[config.mk]
export PLATFORM = sky130hd
export DESIGN_NAME = smms_mode_select
export DESIGN_NICKNAME = d
export VERILOG_FILES = /design/src/include/smms_pkg.sv /design/src/verilog/smms_tick_gen.sv /design/src/verilog/smms_mode_select.sv
export VERILOG_INCLUDE_DIRS = /design/src /design/src/include
export SDC_FILE = /design/constraint.sdc
export NUM_CORES = 1
export LEC_CHECK = 0
export ABC_AREA = 0
export BUFFER_PORTS_ARGS = -buffer_cell sky130_fd_sc_hd__buf_2
export CAP_MARGIN = 20
export CORE_MARGIN = 2
export CORE_UTILIZATION = 47
export CTS_BUF_LIST = sky130_fd_sc_hd__clkbuf_8 sky130_fd_sc_hd__clkbuf_16
export CTS_CLUSTER_DIAMETER = 80
export DETAILED_ROUTE_END_ITERATION = 10
export HOLD_SLACK_MARGIN = 0.06
export PLACE_DENSITY = 0.77
export SLEW_MARGIN = 25
export SYNTH_ARGS = -nofsm -noshare
export SYNTH_HDL_FRONTEND = slang
export SYNTH_SLANG_ARGS = --single-unit
[constraint.sdc]
create_clock -name sys_clk_i -period 4.2 [get_ports sys_clk_i]
set_input_delay 0.21 -clock sys_clk_i [delete_from_list [all_inputs] [get_ports sys_clk_i]]
set_output_delay 0.21 -clock sys_clk_i [all_outputs]
set_load 0.02 [all_outputs]
[src/include/smms_consts.svh]
`ifndef SMMS_CONSTS_SVH
`define SMMS_CONSTS_SVH
// ==========================================
// mode status codes
`define SMMS_CODE_OFF 3'h0
`define SMMS_CODE_MAN 3'h1
`define SMMS_CODE_M1 3'h2
`define SMMS_CODE_M2A 3'h3
`define SMMS_CODE_M2B 3'h4
`define SMMS_CODE_M3 3'h5
// ==========================================
// disabled input number
`define SMMS_INPUT_DISABLED 8'hFF
// ==========================================
// timing
`define SMMS_CLK_PERIOD_NS 10
`define SMMS_TICK_NS 1000000
`define SMMS_TICK_CYCLES ((`SMMS_TICK_NS + `SMMS_CLK_PERIOD_NS - 1) / `SMMS_CLK_PERIOD_NS)
`define SMMS_REACT_RESET 16'h0064
`endif

[src/include/smms_pkg.sv]
package smms_pkg;
  // ==========================================
  // monitoring mode derived from inputs
  typedef enum logic [2:0] {
    SMMS_MODE_OFF = 3'b000,
    SMMS_MODE_MAN = 3'b001,
    SMMS_MODE_M1 = 3'b010,
    SMMS_MODE_M2A = 3'b011,
    SMMS_MODE_M2B = 3'b100,
    SMMS_MODE_M3 = 3'b101
  } smms_mode_t;
  // ==========================================
  // stop sequencer states
  typedef enum logic [1:0] {
    SMMS_STOP_RUN = 2'b00,
    SMMS_STOP_DECEL = 2'b01,
    SMMS_STOP_OFF = 2'b10
  } smms_stop_t;
endpackage : smms_pkg

[src/verilog/smms_tick_gen.sv]
`timescale 1ns/10ps
`include "smms_consts.svh"
// ==========================================
// periodic tick for the reaction timer
module smms_tick_gen import smms_pkg::*; #(
  parameter int TICK_CYCLES = `SMMS_TICK_CYCLES
) (
  input wire logic sys_clk_i,
  input wire logic rst_b_i,
  output logic tick_o
);
  typedef struct packed {
    logic [31:0] cnt;
    logic tick;
  } smms_tick_state_t;
  smms_tick_state_t st;
  smms_tick_state_t next_st;
  // count down, pulse on wrap
  always_comb begin
    next_st = st;
    next_st.tick = 1'b0;
    if (st.cnt == 32'h0) begin
      next_st.cnt = 32'(TICK_CYCLES - 1);
      next_st.tick = 1'b1;
    end else begin
      next_st.cnt = st.cnt - 32'h1;
    end
  end
  always_ff @(posedge sys_clk_i or negedge rst_b_i) begin
    if (!rst_b_i) begin
      st <= '0;
    end else begin
      st <= next_st;
    end
  end
  assign tick_o = st.tick;
endmodule : smms_tick_gen

[src/verilog/smms_mode_select.sv]
`timescale 1ns/10ps
`include "smms_consts.svh"
module smms_mode_select import smms_pkg::*; #(
  // plane count and limit widths may differ between products
  parameter int NUM_PLANES = 8,
  parameter int SPD_W = 16,
  parameter int TRQ_W = 16,
  parameter int TICK_CYCLES = `SMMS_TICK_CYCLES
) (
  // clock and asynchronous reset
  input wire logic sys_clk_i,
  input wire logic rst_b_i,
  // configuration, same clock domain, read as it stands
  input wire logic monitor_enable_i,
  // controller mode and safety input pins, synchronised inside
  input wire logic ctrl_manual_i,
  input wire logic safety_input_first_i,
  input wire logic safety_input_second_i,
  // input numbers, all ones marks an input as unused
  input wire logic [7:0] safety_input_number_cfg_first_i,
  input wire logic [7:0] safety_input_number_cfg_second_i,
  input wire logic [15:0] reaction_time_setting_i,
  // per-mode limit settings, passed through untouched
  input wire logic [SPD_W-1:0] speed_limit_table_first_i,
  input wire logic [SPD_W-1:0] speed_limit_table_second_i,
  input wire logic [SPD_W-1:0] manual_speed_limit_i,
  input wire logic [TRQ_W-1:0] torque_width_limit_mode_two_i,
  input wire logic [TRQ_W-1:0] torque_width_limit_mode_three_i,
  input wire logic [TRQ_W-1:0] torque_width_limit_manual_i,
  // one 3-bit mode code per plane, plane 0 lowest
  input wire logic [3*NUM_PLANES-1:0] plane_mode_assignment_i,
  // stop request and drive feedback pins, synchronised inside
  input wire logic estop_i,
  input wire logic robot_moving_i,
  input wire logic speed_cmd_zero_i,
  // mode report, both copies from two flops loaded with the same code
  output logic [2:0] mode_code_output_o,
  output logic [2:0] mode_status_value_o,
  // monitoring selection
  output logic speed_limit_monitor_en_o,
  output logic [SPD_W-1:0] speed_limit_o,
  output logic torque_width_monitor_en_o,
  output logic [TRQ_W-1:0] torque_width_limit_o,
  output logic [NUM_PLANES-1:0] position_limit_monitor_en_o,
  // stop sequencing
  output logic controlled_stop_function_o,
  output logic torque_off_function_o,
  output logic brake_engage_o
);
  // ==========================================
  // state
  // all state in one packed word, registered by a single process
  typedef struct packed {
    // synchroniser pairs, bit 1 is the settled copy
    logic [1:0] s1;
    logic [1:0] s2;
    logic [1:0] s_man;
    logic [1:0] s_stop;
    logic [1:0] s_moving;
    logic [1:0] s_zero;
    // selected mode and reaction timer
    smms_mode_t cur;
    smms_mode_t pend;
    logic timing;
    logic [15:0] elapsed;
    // registered outputs
    logic [2:0] code;
    logic [2:0] status;
    logic spd_en;
    logic [SPD_W-1:0] spd;
    logic trq_en;
    logic [TRQ_W-1:0] trq;
    logic [NUM_PLANES-1:0] planes;
    // stop sequencer
    smms_stop_t stop;
    logic ss1;
    logic torque_off_function;
    logic brake;
  } smms_state_t;
  // st is the registered copy, next_st what the next edge loads
  smms_state_t st;
  smms_state_t next_st;
  // one-cycle pulse from the tick divider
  logic tick;
  // ==========================================
  // helpers
  // all ones stands for an input number of minus one
  function automatic logic input_unused(input logic [7:0] number);
    input_unused = (number == `SMMS_INPUT_DISABLED);
  endfunction : input_unused
  // an unused input never counts as off, whatever its pin shows
  function automatic logic input_off(input logic level, input logic unused);
    input_off = !unused && !level;
  endfunction : input_off
  // true for the six encodings the selector can produce
  function automatic logic legal_mode(input smms_mode_t m);
    legal_mode = (m inside {SMMS_MODE_OFF, SMMS_MODE_MAN, SMMS_MODE_M1, SMMS_MODE_M2A,
                            SMMS_MODE_M2B, SMMS_MODE_M3});
  endfunction : legal_mode
  // the tick that brings the count to the setting ends the wait; 0 acts as 1
  function automatic logic react_done(input logic [15:0] elapsed,
                                      input logic [15:0] setting);
    react_done = (elapsed + 16'h1 >= setting);
  endfunction : react_done
  // manual wins outright, then look at which inputs are off
  function automatic smms_mode_t derive_mode(input logic manual, input logic in1,
                                             input logic in2, input logic dis1,
                                             input logic dis2);
    logic off1;
    logic off2;
    off1 = input_off(in1, dis1);
    off2 = input_off(in2, dis2);
    if (manual) begin
      derive_mode = SMMS_MODE_MAN;
    end else if (off1 && off2) begin
      derive_mode = SMMS_MODE_M3;
    end else if (off1) begin
      derive_mode = SMMS_MODE_M2A;
    end else if (off2) begin
      derive_mode = SMMS_MODE_M2B;
    end else begin
      derive_mode = SMMS_MODE_M1;
    end
  endfunction : derive_mode
  // report code for a mode; unused encodings report off
  function automatic logic [2:0] mode_code(input smms_mode_t m);
    case (m)
      SMMS_MODE_MAN: mode_code = `SMMS_CODE_MAN;
      SMMS_MODE_M1: mode_code = `SMMS_CODE_M1;
      SMMS_MODE_M2A: mode_code = `SMMS_CODE_M2A;
      SMMS_MODE_M2B: mode_code = `SMMS_CODE_M2B;
      SMMS_MODE_M3: mode_code = `SMMS_CODE_M3;
      default: mode_code = `SMMS_CODE_OFF;
    endcase
  endfunction : mode_code
  // ==========================================
  // tick source for the reaction timer
  smms_tick_gen #(
    .TICK_CYCLES(TICK_CYCLES)
  ) u_tick (
    .sys_clk_i(sys_clk_i),
    .rst_b_i(rst_b_i),
    .tick_o(tick)
  );
  // ==========================================
  // next-state logic
  always_comb begin
    // scratch values, set at the top so no latch can form
    smms_mode_t target;
    smms_mode_t eff;
    next_st = st;
    target = SMMS_MODE_OFF;
    eff = SMMS_MODE_OFF;
    // two-flop synchronisers, first stage read only by the second
    next_st.s1 = {st.s1[0], safety_input_first_i};
    next_st.s2 = {st.s2[0], safety_input_second_i};
    next_st.s_man = {st.s_man[0], ctrl_manual_i};
    next_st.s_stop = {st.s_stop[0], estop_i};
    next_st.s_moving = {st.s_moving[0], robot_moving_i};
    next_st.s_zero = {st.s_zero[0], speed_cmd_zero_i};
    // target is what the settled inputs ask for right now
    target = derive_mode(st.s_man[1], st.s1[1], st.s2[1],
                         input_unused(safety_input_number_cfg_first_i),
                         input_unused(safety_input_number_cfg_second_i));
    // disable, first enable, upset recovery, cancel, restart, then count ticks
    if (!monitor_enable_i) begin
      // disabled: drop straight to off, retake current inputs when enabled
      next_st.cur = SMMS_MODE_OFF;
      next_st.timing = 1'b0;
      next_st.elapsed = 16'h0;
    end else if (st.cur == SMMS_MODE_OFF) begin
      // first enable takes the inputs as they stand, no history to delay
      next_st.cur = target;
    end else if (!legal_mode(st.cur)) begin
      // an unused encoding can only come from an upset; retake the inputs at once
      next_st.cur = target;
      next_st.timing = 1'b0;
      next_st.elapsed = 16'h0;
    end else if (target == st.cur) begin
      next_st.timing = 1'b0;
      next_st.elapsed = 16'h0;
    end else if (!st.timing || target != st.pend) begin
      next_st.timing = 1'b1;
      next_st.pend = target;
      next_st.elapsed = 16'h0;
    end else if (tick) begin
      if (react_done(st.elapsed, reaction_time_setting_i)) begin
        next_st.cur = st.pend;
        next_st.timing = 1'b0;
        next_st.elapsed = 16'h0;
      end else begin
        next_st.elapsed = st.elapsed + 16'h1;
      end
    end
    // report follows the mode being registered, so code and limits move together
    eff = next_st.cur;
    next_st.code = mode_code(eff);
    next_st.status = mode_code(eff);
    // speed limit per mode, 2A and 2B share
    // mode 1 and off fall to the default and switch both monitors off
    next_st.spd_en = 1'b1;
    next_st.spd = '0;
    next_st.trq_en = 1'b1;
    next_st.trq = '0;
    case (eff)
      SMMS_MODE_M2A, SMMS_MODE_M2B: begin
        next_st.spd = speed_limit_table_first_i;
        next_st.trq = torque_width_limit_mode_two_i;
      end
      SMMS_MODE_M3: begin
        next_st.spd = speed_limit_table_second_i;
        next_st.trq = torque_width_limit_mode_three_i;
      end
      SMMS_MODE_MAN: begin
        next_st.spd = manual_speed_limit_i;
        next_st.trq = torque_width_limit_manual_i;
      end
      default: begin
        next_st.spd_en = 1'b0;
        next_st.trq_en = 1'b0;
      end
    endcase
    // plane select compares full mode, keeping 2A and 2B apart
    for (int i = 0; i < NUM_PLANES; i++) begin
      next_st.planes[i] = (eff != SMMS_MODE_OFF) &&
                          (plane_mode_assignment_i[3*i +: 3] == 3'(eff));
    end
    // emergency stop sequencing
    case (st.stop)
      SMMS_STOP_RUN: begin
        // a moving robot is brought down first, a standing one is cut at once
        if (st.s_stop[1]) begin
          if (st.s_moving[1] && !st.s_zero[1]) begin
            next_st.stop = SMMS_STOP_DECEL;
          end else begin
            next_st.stop = SMMS_STOP_OFF;
          end
        end
      end
      SMMS_STOP_DECEL: begin
        // wait for the speed command to reach zero
        if (st.s_zero[1]) begin
          next_st.stop = SMMS_STOP_OFF;
        end
      end
      SMMS_STOP_OFF: begin
        // energy stays cut until the stop request is released
        if (!st.s_stop[1]) begin
          next_st.stop = SMMS_STOP_RUN;
        end
      end
      // unused encoding: fail safe by cutting energy
      default: next_st.stop = SMMS_STOP_OFF;
    endcase
    // outputs decoded from the next stop state so they move with it
    next_st.ss1 = (next_st.stop == SMMS_STOP_DECEL);
    next_st.torque_off_function = (next_st.stop == SMMS_STOP_OFF);
    next_st.brake = (next_st.stop == SMMS_STOP_OFF);
  end
  // ==========================================
  // registers
  always_ff @(posedge sys_clk_i or negedge rst_b_i) begin
    if (!rst_b_i) begin
      st <= '0;
    end else begin
      st <= next_st;
    end
  end
  // ==========================================
  // outputs straight from flops
  // mode report, two flops holding the same code value
  assign mode_code_output_o = st.code;
  assign mode_status_value_o = st.status; // no write path exists
  // monitoring selection
  assign speed_limit_monitor_en_o = st.spd_en;
  assign speed_limit_o = st.spd;
  assign torque_width_monitor_en_o = st.trq_en;
  assign torque_width_limit_o = st.trq;
  assign position_limit_monitor_en_o = st.planes;
  // stop sequencing
  assign controlled_stop_function_o = st.ss1;
  assign torque_off_function_o = st.torque_off_function;
  assign brake_engage_o = st.brake;
endmodule : smms_mode_select

Yosys cells after proc, flatten, opt, wreduce, memory -nomap -nowiden
Index checks and enable logic that the tools add are counted.

word-level totals
  bits in registers = 116
  word-level logic and storage cells = 114

operators by class
  order comparisons = 1
  bitwise logic cells = 2
  eq/ne operators = 29
  $add $sub $neg = 2
  muxes and demuxes = 31
  reductions and logical operators = 29

operator list
  kind                                                    number
  two-way mux 17 bit                                      6
  one-hot mux 16 bit (3 select lines)                     2
  two-way mux 3 bit                                       11
  logical NOT 32 bit                                      1
  two-way mux 32 bit                                      1
  subtractor 32 x 1 -> 32 bit (second input constant)     1
  equality test 3 bit                                     9
  adder 16 x 1 -> 16 bit (second input constant)          1
  equality test 8 bit (second input constant)             2
  >= comparator 16 bit                                    1
  two-way mux 16 bit                                      1
  one-hot mux 3 bit (5 select lines)                      1
  equality test 3 x 2 -> 1 bit (second input constant)    4
  equality test 3 bit (second input constant)             4
  logical AND 1 bit                                       12
  inequality test 5 x 2 -> 1 bit (second input constant)  2
  two-way mux 2 bit                                       4
  equality test 3 x 1 -> 1 bit (second input constant)    2
  logical NOT 1 bit                                       6
  two-way mux 6 bit                                       1
  one-hot mux 2 bit (3 select lines)                      1
  nonzero test 6 bit                                      1
  AND reduction 5 bit                                     1
  equality test 2 x 1 -> 1 bit (second input constant)    2
  13 further kinds                                        17

Longest topological paths before layout
Gate-level depths: netlist of run 1.

  depth in word-level cells = 17
  gate-level depth with buffers = 19

Modules after synthesis
From an unflattened synthesis of run 1, not the netlist that was laid out.

second synthesis, totals
  cells, all modules = 629
  area total of the unflattened synthesis = 6556.3 um^2

modules (own cells, without submodules)
  module            cells an instance  instances  area each (um^2)
  smms_mode_select  464                1          4907.2
  smms_tick_gen     165                1          1649.1

Least setup slack after synthesis of run 1
No wires, ideal clock.

  kind = reg-to-reg
  start = reg st[53] in the netlist's numbering
  end = reg st, in the netlist speed_limit_o[12]
  path slack = 46 ps
  library setup time = 132 ps
  path buffers = 3
  stages on the path, launching flop included = 20
  required time = 4068 ps
  clock period less this slack = 4154 ps
  arrival time = 4021 ps
  cells stage by stage = dfrtp_1 > ha_1 > nand3_1 > nor2_1 > and3_1 > clkbuf_1 > nand3_1 > xnor2_1 > ha_1 > nand4_1 > or3_1 > a311o_1 > a31oi_4 > a31oi_1 > or3b_1 > buf_6 > a41o_4 > buf_6 > o21ai_2 > a21oi_1

RTL lines
  item                    line                     RTL
  from (decl)             smms_mode_select.sv:81   smms_state_t st;
  from (signal assigned)  smms_mode_select.sv:266  st <= next_st;

==> results of run 1 <==
metrics by stage:
stage	total power [mW]	setup slack [ns]	std cells
after CTS	4.32	0.00152	1072
final	4.57	-0.0780	1094
after global placement	2.67	-0.0129	1009
after detailed placement	2.70	-0.111	1009
after floorplan	2.50	0.0465	669
after global routing	4.76	-0.223	1094
worst paths after layout:
kind                                        startpoint                              to  slack (ns)  cells after the start
min reg2reg                                next_st[79]                          st[79]        0.35                      0
max                                             st[53]                speed_limit_o[1]       -0.08                     20
max reg2reg                                     st[53]                speed_limit_o[1]       -0.08                     20
min                        plane_mode_assignment_i[13]  position_limit_monitor_en_o[4]        0.07                      3
min in group asynchronous                      rst_b_i                          st[79]        0.16                      2
max in group asynchronous                      rst_b_i                          st[63]        3.13                      3
report_power, final:
group / switching [mW] / internal, mW
registers: 0.0883 / 1.28
clock network: 0.550 / 0.892
logic: 1.02 / 0.734
kinds of logic (layout without fill, tap and decap cells):
logic type | after synthesis | after routing
AO/OA/AOI/OAI | 138 | 142
AND/OR/NAND/NOR | 199 | 199
adder cells (fa/ha/maj) | 19 | 19
buffers and inverters | 99 | 340
XOR/XNOR | 62 | 62
flip-flops | 116 | 116
multiplexers | 36 | 36
placed cells by master (no fill, tap or decap), types with 19 or more instances in the layout:
cell       synthesis  layout
a21oi_1           21      20
a21oi_2           26      25
buf_2              8     211
buf_4             48      37
clkbuf_16          0      19
dfrtp_1          116     116
inv_1             27      27
mux2i_1           34      20
nand2_1           52      51
nor2_1            47      45
o21ai_0           30      27
o21ai_2           29      24
xnor2_1           30      26
xor2_1            32      30
synth_stat cells, types with 18 or more instances:
cell type,instances
o21ai_0,30
nand3_1,18
nor2_1,47
inv_1,27
mux2i_1,34
xor2_1,32
xnor2_1,30
o21ai_2,29
a21oi_1,21
ha_1,19
buf_4,48
dfrtp_1,116
a21oi_2,26
nand2_1,52
flip-flops by register name (all words and copies together) (netlist names):
register and flops:
torque_width_limit_o 16, position_limit_monitor_en_o 8, brake_engage_o 1, speed_limit_o 16
torque_width_monitor_en_o 1, st 31, controlled_stop_function_o 1, mode_status_value_o 3
u_tick.st 32, next_st 6, u_tick.tick_o 1
worst min-delay path, cell delays in order:
cell and delay (ns):
buf_2 0.09, xnor2_1 0.10, nor4_1 0.04
what timing repair did:
action,4_1_cts,5_1_grt
endpoints found under the hold margin,43,0
endpoints found under the setup margin,40,41
buffers inserted,9,20
hold buffers,18,0
pin swaps,11,29
cloned,4,4
resized for setup,12,67
cell type report:
class	count	area (µm²)
Fill cell	1017	4650
Multi-Input combinational cell	458	3660
Sequential cell	116	2900
Timing Repair Buffer	281	1800
Clock buffer	18	439
Tap cell	180	225
Clock inverter	14	155
Inverter	27	101
layer usage:
layer	vias to the layer above	track usage
met2	236	0.384
met1	2923	0.283
met5	-	0
li1	2779	-
met4	0	0.0788
met3	25	0.0545
==> results.toml, run 1 <==
[run_status]
status = "complete, but fails checks"
violations = "negative setup slack"

[sta]
report.final.slew_viol_count = 0
slew_headroom = 0.412
finalCritPeriodShare = 1.02
fin_skew_ns = 0.00934
fmax_mhz = 234
min_period_ns = 4.28
final_hold_viol_count = 0
fin_tns_setup_ns = -1.69
setup_viol = 33
tightest_slew_ns = 0.882
setup_ws_ns = -0.0780
hold_slack_ns = 0.0684
rsz0062_at_grt = "true"

[setup_path]
crit_chain = "ha_2 -> nand3_2 -> nor2_2 -> and3_4 -> buf_6 -> nand3_2 -> xnor2_2 -> ha_1 -> nand2_2 -> or3_4 -> a311o_1 -> a31oi_4 -> buf_4 -> a31o_4 -> a41oi_4 -> buf_12 -> buf_4 -> a41o_4 -> o21ai_2 -> a21oi_2"
arrival_ns = 4.57
cpPeakStageDelay_ns = 0.40
cp_top_family = "compound AO/OA/AOI/OAI gates"
crit_fanout = 8
crit_required_ns = 4.50
crit_path_end_kind = "flop"
critPathSlowestCell = "dfrtp_1"
crit_buf_inv = 4
startpoint_type = "flop"
crit_type = "reg -> reg"

[cells_and_area]
postLayoutCellArea_mm2 = 0.00928
n_antenna_cell = 0
areaGrowthSynthToFinish_pct = 37.9
fin_nets = 1081
fin_util = 0.666
drive_gt1_frac = 0.452

[place]
gp_routability_congestion = 0.866
io_buffers = 211
hpwl_um = 11400
dpl_cell_area_mm2 = 0.00769

[yosys]
synthAdderAreaFrac = 0.0353
synth_seq_area_share = 0.431
synth_area_leader_cell = "dfrtp_1"
syn_inst = 669
synth_area_leaders = "dfrtp_1 43%, buf_4 5.4%, mux2i_1 5.1%"
netlist_area_mm2 = 0.00673
synth_fp_nets = 849
synthFlopType = "dfrtp_1"
synth-compound-area-share = 0.161
syn_avg_cell_area_um2 = 10.1
synth_xor_area_frac = 0.0807
synth.area.mux_share = 0.0539
yosys_warnings = 0
yosys.area_share.simple = 0.147
synth_seq_cells = 116
synth_top_cell_area_share = 0.431
synth_cell_type_count = 59
synth_enable_flop_cells = 0
async_reset_ff_frac = 1.00
synth_top_family_by_area = "compound AO/OA/AOI/OAI gates"

[route]
met2_length_um = 9870
vias = 5963
drtIter0Drc = 475
vias_per_cell = 5.45
ant_nets = 0
drc = 0
highest_layer = "met4"
drt-met1-wl_um = 7710
wl_met3_um = 1160
drt_wl_total_um = 19000
dr.pass1.iters = 5
wire_per_inst_um = 17.4

[min_path]
min_path_type = "in -> reg"

[floorplan]
die_w_um = 124
dieArea_mm2 = 0.0153
coreArea_mm2 = 0.0139
ios = 212
dieHeight_um = 124
row_count = 43
initial_utilization = 0.483

[clock_network]
cts_tree = "built"
cts_root_buf = "clkbuf_16"
cts.clk_slew.worst_paths_ns = 0.06
clockBufferDepth = 2
cts_made_buffers = 17
htreeDepth = 4
numClockSinks = 116
clk-insertion-delay-late_ns = 0.41

[global_route]
grt_max_degree = 55
grt.total_usage = 0.227
grt_pass1_wl_um = 26800
grt_pass1_vias = 5771
grt_antenna_before_repair = 0
overflow = 0

[power]
ir_worst_vdd_v = 0.000364
p_leak_nw = 4.44
p_per_area_mw_per_mm2 = 492

[run]
maxCapViolations = 0
(Power assumes the default switching activity.)
==> run 2, diff against run 1 <==
--- a/config.mk
+++ b/config.mk
@@ -10,12 +10,12 @@
 export BUFFER_PORTS_ARGS = -buffer_cell sky130_fd_sc_hd__buf_2
 export CAP_MARGIN = 20
 export CORE_MARGIN = 2
-export CORE_UTILIZATION = 47
+export CORE_UTILIZATION = 52
 export CTS_BUF_LIST = sky130_fd_sc_hd__clkbuf_8 sky130_fd_sc_hd__clkbuf_16
 export CTS_CLUSTER_DIAMETER = 80
 export DETAILED_ROUTE_END_ITERATION = 10
 export HOLD_SLACK_MARGIN = 0.06
-export PLACE_DENSITY = 0.77
+export PLACE_DENSITY = 0.81
 export SLEW_MARGIN = 25
 export SYNTH_ARGS = -nofsm -noshare
 export SYNTH_HDL_FRONTEND = slang
==> constraint.sdc (replaced) <==
create_clock -name sys_clk_i -period 4.8 [get_ports sys_clk_i]
set_input_delay 0.24 -clock sys_clk_i [delete_from_list [all_inputs] [get_ports sys_clk_i]]
set_output_delay 0.24 -clock sys_clk_i [all_outputs]
set_load 0.02 [all_outputs]
==> run 2 against run 1 <==
Against the previous run:
- the flow now finishes without violations
- non-clock buffer count decreased by 48
- fmax down 6.2%
- combinational power fell by 28%
- critical path type unchanged
- largest cell class unchanged
==> results.toml, run 2 (same netlist as run 1, synthesis figures left out) <==
[run_status]
status = "completed"

[cells_and_area]
layout_common_cells = "210 x buf_2, 115 x dfrtp_1, 52 x nand2_1, 46 x nor2_1, 32 x xor2_1"
top_regs = "u_tick.st (32), st (31)"
multiInputGateArea_mm2 = 0.00333
areaGrowthSynthToFinish_pct = 26.2
num-fill-cells = 958
seq_area_mm2 = 0.00290
fin_nets = 1031
largest-register = "u_tick.st"
final_common_cell = "buf_2"
largest_reg_flops = 32
drive_gt1_frac = 0.392
postLayoutCellArea_mm2 = 0.00849

[floorplan]
ios = 212
dieHeight_um = 118
die_w_um = 118
initial_utilization = 0.533
coreArea_mm2 = 0.0126
dieArea_mm2 = 0.0139
row_count = 41

[sta]
min_period_ns = 4.56
setup_viol = 0
finalCritPeriodShare = 0.950
hold_slack_ns = 0.0876
fmax_mhz = 219
fin_tns_setup_ns = 0
slew_headroom = 0.271
setup_ws_ns = 0.239
fin_skew_ns = 0.00959
report.final.slew_viol_count = 0
tightest_slew_ns = 1.09
final_hold_viol_count = 0

[power]
p_leak_nw = 4.15
power_mw = 3.80
ir_worst_vdd_v = 0.000269
p_per_area_mw_per_mm2 = 448

[setup_path]
crit_required_ns = 5.10
crit_fanout = 8
reg2regPathDepth = 16
arrival_ns = 4.87
worstSetupStartpoint = "st[54]"
rr_endpoint = "position_limit_monitor_en_o[5]"
reg2reg_from = "st[54]"
crit_path_end_kind = "flop"
reg2reg_slack_ns = 0.24
crit_type = "reg -> reg"
startpoint_type = "flop"

[route]
drt_wl_total_um = 16900
drc = 0
vias_per_cell = 5.40
drtIter0Drc = 405
wire_per_inst_um = 16.3
vias = 5605
ant_nets = 0
dr.pass1.iters = 5

[clock_network]
cts_root_buf = "clkbuf_16"
cts.clk_slew.worst_paths_ns = 0.06
clk-insertion-delay-late_ns = 0.42
numClockSinks = 116
cts_tree = "built"
cts_made_buffers = 17
clockBufferDepth = 2
htreeDepth = 4

[min_path]
min_path_type = "in -> reg"
min_to = "torque_width_limit_o[7]"
hold_depth = 3
hp-start = "torque_width_limit_mode_two_i[7]"

[global_route]
grt_max_degree = 71
grt_pass1_vias = 5507
grt.total_usage = 0.237
overflow = 0
grt_antenna_before_repair = 3
grt_pass1_wl_um = 26300

[place]
hpwl_um = 11400
io_buffers = 211
place_ws_ns = 0.103
dpl_cell_area_mm2 = 0.00756
gp_routability_congestion = 0.857

[run]
maxCapViolations = 0
[run 2: changes by cell type in the layout (fill, tap and decap cells not counted), moves of 5 or more]
cell / previous run / this run
mux2i_1: 20 / 31
mux2i_2: 10 / 3
clkinvlp_4: 5 / 0
clkinv_4: 5 / 0
dlygate4sd3_1: 18 / 7
o21ai_4: 6 / 0
nand3_2: 6 / 1
o21ai_2: 24 / 29
buf_4: 37 / 11
nand3_1: 11 / 17
[run 2: worst max-delay path, cell delays in order, from the launching register on]
cell	delay, ns
dfrtp_1	0.40
ha_2	0.24
nand3_1	0.17
nor2_2	0.20
and3_2	0.27
nand3_1	0.13
xnor2_1	0.19
ha_1	0.29
nand4_1	0.10
or3_1	0.40
a311o_1	0.33
a31oi_4	0.29
nand3_2	0.19
o41a_1	0.61
nand3_4	0.24
xor2_1	0.10
nor4_1	0.30
[run 2: stage by stage]
step / cells / util
finish: 1038 / 0.673
CTS: 1024 / 0.654
global placement: 985 / 0.599
global route: 1036 / 0.673
detailed placement: 985 / 0.599
floorplan: 669 / -
[run 2: power breakdown]
| group | internal (mW) | leakage [nW] | switching [mW] |
|---|---|---|---|
| Combinational | 0.481 | 2.32 | 0.779 |
| Sequential | 1.12 | 1.50 | 0.0781 |
| Clock | 0.901 | 0.324 | 0.445 |
| Total | 2.50 | 4.15 | 1.30 |
[run 2: per-layer routing]
metal	share of wire	up-vias	GRT usage
met5	0.00094	-	0
met4	0.018	2	0.0971
met3	0.067	32	0.0640
met2	0.49	208	0.399
met1	0.42	2690	0.289
li1	-	2673	-
[run 2: final cells by class]
type                            count  area share
Timing Repair Buffer              233       0.155
Antenna cell                        2    0.000589
Tap cell                          172      0.0253
Clock inverter                     12      0.0189
Multi-Input combinational cell    456       0.392
Clock buffer                       20      0.0550
Sequential cell                   116       0.342
Inverter                           27      0.0119
[run 2: how the worst max path moves through the flow]
stage                     slack (ns)                              to  cells past startpoint
after floorplan                 0.65               speed_limit_o[12]                     19
after global placement          0.25        torque_width_limit_o[11]                     17
after detailed placement        0.10        torque_width_limit_o[11]                     17
after CTS                       0.03        torque_width_limit_o[11]                     17
after global routing           -0.03  position_limit_monitor_en_o[7]                     16
final                           0.24  position_limit_monitor_en_o[5]                     16
[run 2: what timing repair did]
item,CTS,global route
hold buffers,7,0
buffers inserted,0,8
setup endpoints to repair,0,41
endpoints found under the hold margin,75,0
resized for setup,0,16
==> run 3, diff against run 2 <==
--- a/config.mk
+++ b/config.mk
@@ -15,8 +15,9 @@
 export CTS_CLUSTER_DIAMETER = 80
 export DETAILED_ROUTE_END_ITERATION = 10
 export HOLD_SLACK_MARGIN = 0.06
-export PLACE_DENSITY = 0.81
+export PLACE_DENSITY = 0.82
 export SLEW_MARGIN = 25
 export SYNTH_ARGS = -nofsm -noshare
 export SYNTH_HDL_FRONTEND = slang
+export SYNTH_HIERARCHICAL = 1
 export SYNTH_SLANG_ARGS = --single-unit
==> run 3 against run 2 <==
Against the previous run:
- flip-flop and latch count stayed put
- utilization barely moved
- first-iteration DRC count grew 45%
- die area decreased by 2.5%
- highest routed layer is now met4
==> results.toml, run 3 <==
[yosys]
yosys.cell_count.top_type = "dfrtp_1"
synth_commonest_cells = "116 x dfrtp_1, 54 x buf_4, 52 x nor2_1, 41 x xnor2_1, 36 x mux2i_1"
synth_xor_area_frac = 0.0681
synth_top_family_by_area = "simple AND/OR/NAND/NOR gates"
synth_cell_type_count = 59
async_reset_ff_frac = 1.00
syn_inst = 629
synth_area_leaders = "dfrtp_1 44%, buf_4 6.2%, mux2i_1 5.5%"
synth_area_leader_cell = "dfrtp_1"
synth_enable_flop_cells = 0
syn_avg_cell_area_um2 = 10.4
synthFlopType = "dfrtp_1"
netlist_area_mm2 = 0.00656
synth_seq_cells = 116
synth_seq_area_share = 0.443
synth_top_cell_area_share = 0.443
synth-compound-area-share = 0.126
synthAdderAreaFrac = 0.0344
yosys.area_share.simple = 0.160
synth_fp_nets = 808
yosys_warnings = 6
synth.area.mux_share = 0.0744

[floorplan]
dieArea_mm2 = 0.0135
coreArea_mm2 = 0.0125
initial_utilization = 0.526
die_w_um = 116
ios = 212
row_count = 41
dieHeight_um = 116

[sta]
report.final.slew_viol_count = 0
slew_headroom = 0.380
rsz0062_at_grt = "false"
min_period_ns = 4.45
final_hold_viol_count = 0
fmax_mhz = 225
tightest_slew_ns = 0.925
hold_slack_ns = 0.116
fin_tns_setup_ns = 0
finalCritPeriodShare = 0.928
setup_viol = 0
fin_skew_ns = 0.0107

[route]
drc = 0
vias_per_cell = 5.47
dr.pass1.iters = 6
vias = 5580
wire_per_inst_um = 16.8
drt_wl_total_um = 17200
ant_nets = 0
drtIter0Drc = 587

[power]
p_leak_nw = 4.10
p_per_area_mw_per_mm2 = 425
ir_worst_vdd_v = 0.000307

[min_path]
hp-start = "torque_width_limit_manual_i[6]"
hold_depth = 3
min_to = "torque_width_limit_o[6]"
min_path_type = "in -> reg"

[clock_network]
htreeDepth = 4
clockBufferDepth = 2
clk-insertion-delay-late_ns = 0.41
cts_root_buf = "clkbuf_16"
cts.clk_slew.worst_paths_ns = 0.06
numClockSinks = 116
post_cts.repair.setup_buffers = 0
cts_tree = "built"
cts_made_buffers = 17

[setup_path]
reg2reg_slack_ns = 0.35
crit_path_end_kind = "flop"
crit_fanout = 32
rr_endpoint = "speed_limit_o[4]"
startpoint_type = "flop"
crit_type = "reg -> reg"
reg2regPathDepth = 15
reg2reg_from = "st[53]"
arrival_ns = 4.72
worstSetupStartpoint = "st[53]"
crit_required_ns = 5.07

[global_route]
grt_pass1_vias = 5456
grt_max_degree = 78
overflow = 0
grt_pass1_wl_um = 26200
grt_antenna_before_repair = 0
grt.total_usage = 0.250

[cells_and_area]
n_antenna_cell = 0
drive_gt1_frac = 0.337
final_common_cell = "buf_2"
largest_reg_flops = 32
top_regs = "u_tick/st (32), st (31)"
fin_nets = 1015
multiInputGateArea_mm2 = 0.00305
seq_area_mm2 = 0.00290
areaGrowthSynthToFinish_pct = 28.0
largest-register = "u_tick/st"
layout_common_cells = "210 x buf_2, 116 x dfrtp_1, 52 x nor2_1, 41 x xnor2_1, 39 x dlygate4sd3_1"
num-fill-cells = 930

[run]
maxCapViolations = 0

[place]
io_buffers = 211
hpwl_um = 11000
gp_routability_congestion = 0.847

[run_status]
status = "completed"
run 3: cell types whose count changed after synthesis, moves of 7 or more:
cell and change:
a21oi_2 -26, o2bb2ai_1 +31, xor2_1 -22, o21ai_2 -29, xnor2_1 +11, nand2_1 -18
and3_1 +7, a31o_2 +7, o21ai_0 -22
run 3: layer usage:
metal	GRT usage	vias to the layer above	part of all wire
met1	0.311	2689	0.40
met3	0.0592	46	0.056
met5	0	-	0
met4	0.109	0	0.028
li1	-	2618	-
met2	0.417	227	0.51
run 3: how the worst max path moves through the flow:
| stage | endpoint | slack (ns) | cells after the start |
|---|---|---|---|
| detailed placement | position_limit_monitor_en_o[4] | 0.40 | 16 |
| finish | speed_limit_o[4] | 0.35 | 15 |
| CTS | position_limit_monitor_en_o[4] | 0.37 | 16 |
| floorplan | speed_limit_o[0] | 0.43 | 16 |
| global route | position_limit_monitor_en_o[4] | 0.03 | 16 |
| global placement | speed_limit_o[7] | 0.51 | 15 |
run 3: area by class of cell:
type	count	share of cell area
clock inverters	14	0.0167
clock buffers	18	0.0523
flip-flops and latches	116	0.346
well taps	172	0.0256
inverters	31	0.0139
multi-input cells	412	0.364
repair buffers	258	0.182
run 3: metrics by stage:
| step | cell area, µm² | instances | setup WS, ns | power [mW] | utilization |
|---|---|---|---|---|---|
| detailed placement | 7420 | 950 | 0.396 | 2.30 | 0.595 |
| floorplan | 6560 | 629 | 0.429 | 2.14 | - |
| global route | 8390 | 1021 | 0.0334 | 3.72 | 0.673 |
| finish | 8390 | 1021 | 0.346 | 3.56 | 0.673 |
| global placement | 7420 | 950 | 0.513 | 2.28 | 0.595 |
| CTS | 8390 | 1021 | 0.366 | 3.56 | 0.673 |
run 3: cells by family (layout without fill, tap and decap cells):
group                      count (synthesis)  in the layout
muxes                                     47             47
xor gates and xnor gates                  51             51
adders and majority gates                 18             18
buffers and inverters                    101            321
DFF                                      116            116
and+or+nand+nor                          191            191
AOI/OAI and AO/OA                        105            105
run 3: power breakdown:
part	total, mW	switching [mW]	internal (mW)	leakage [nW]
Sequential	1.21	0.0755	1.14	1.49
Combinational	1.13	0.694	0.437	2.34
Clock	1.22	0.449	0.771	0.273
Total	3.56	1.22	2.34	4.10
run 3: worst max-delay path, stage by stage (launching register included):
cell and delay [ns]:
dfrtp_1 0.41, ha_1 0.25, nand3_1 0.17, nor4_1 0.28, buf_4 0.20, nand3_1 0.09, xnor2_1 0.21, ha_1 0.26
and2_1 0.15, a221o_1 0.29, a21o_1 0.19, o31a_1 0.34, and3_1 0.28, a311o_1 0.49, mux2_4 0.46, o2bb2ai_1 0.21
run 3: repair_timing:
item                       CTS  global route
hold endpoints to repair   114             0
setup endpoints to repair    0            31
hold buffers                39             0
gates resized for setup      0             1
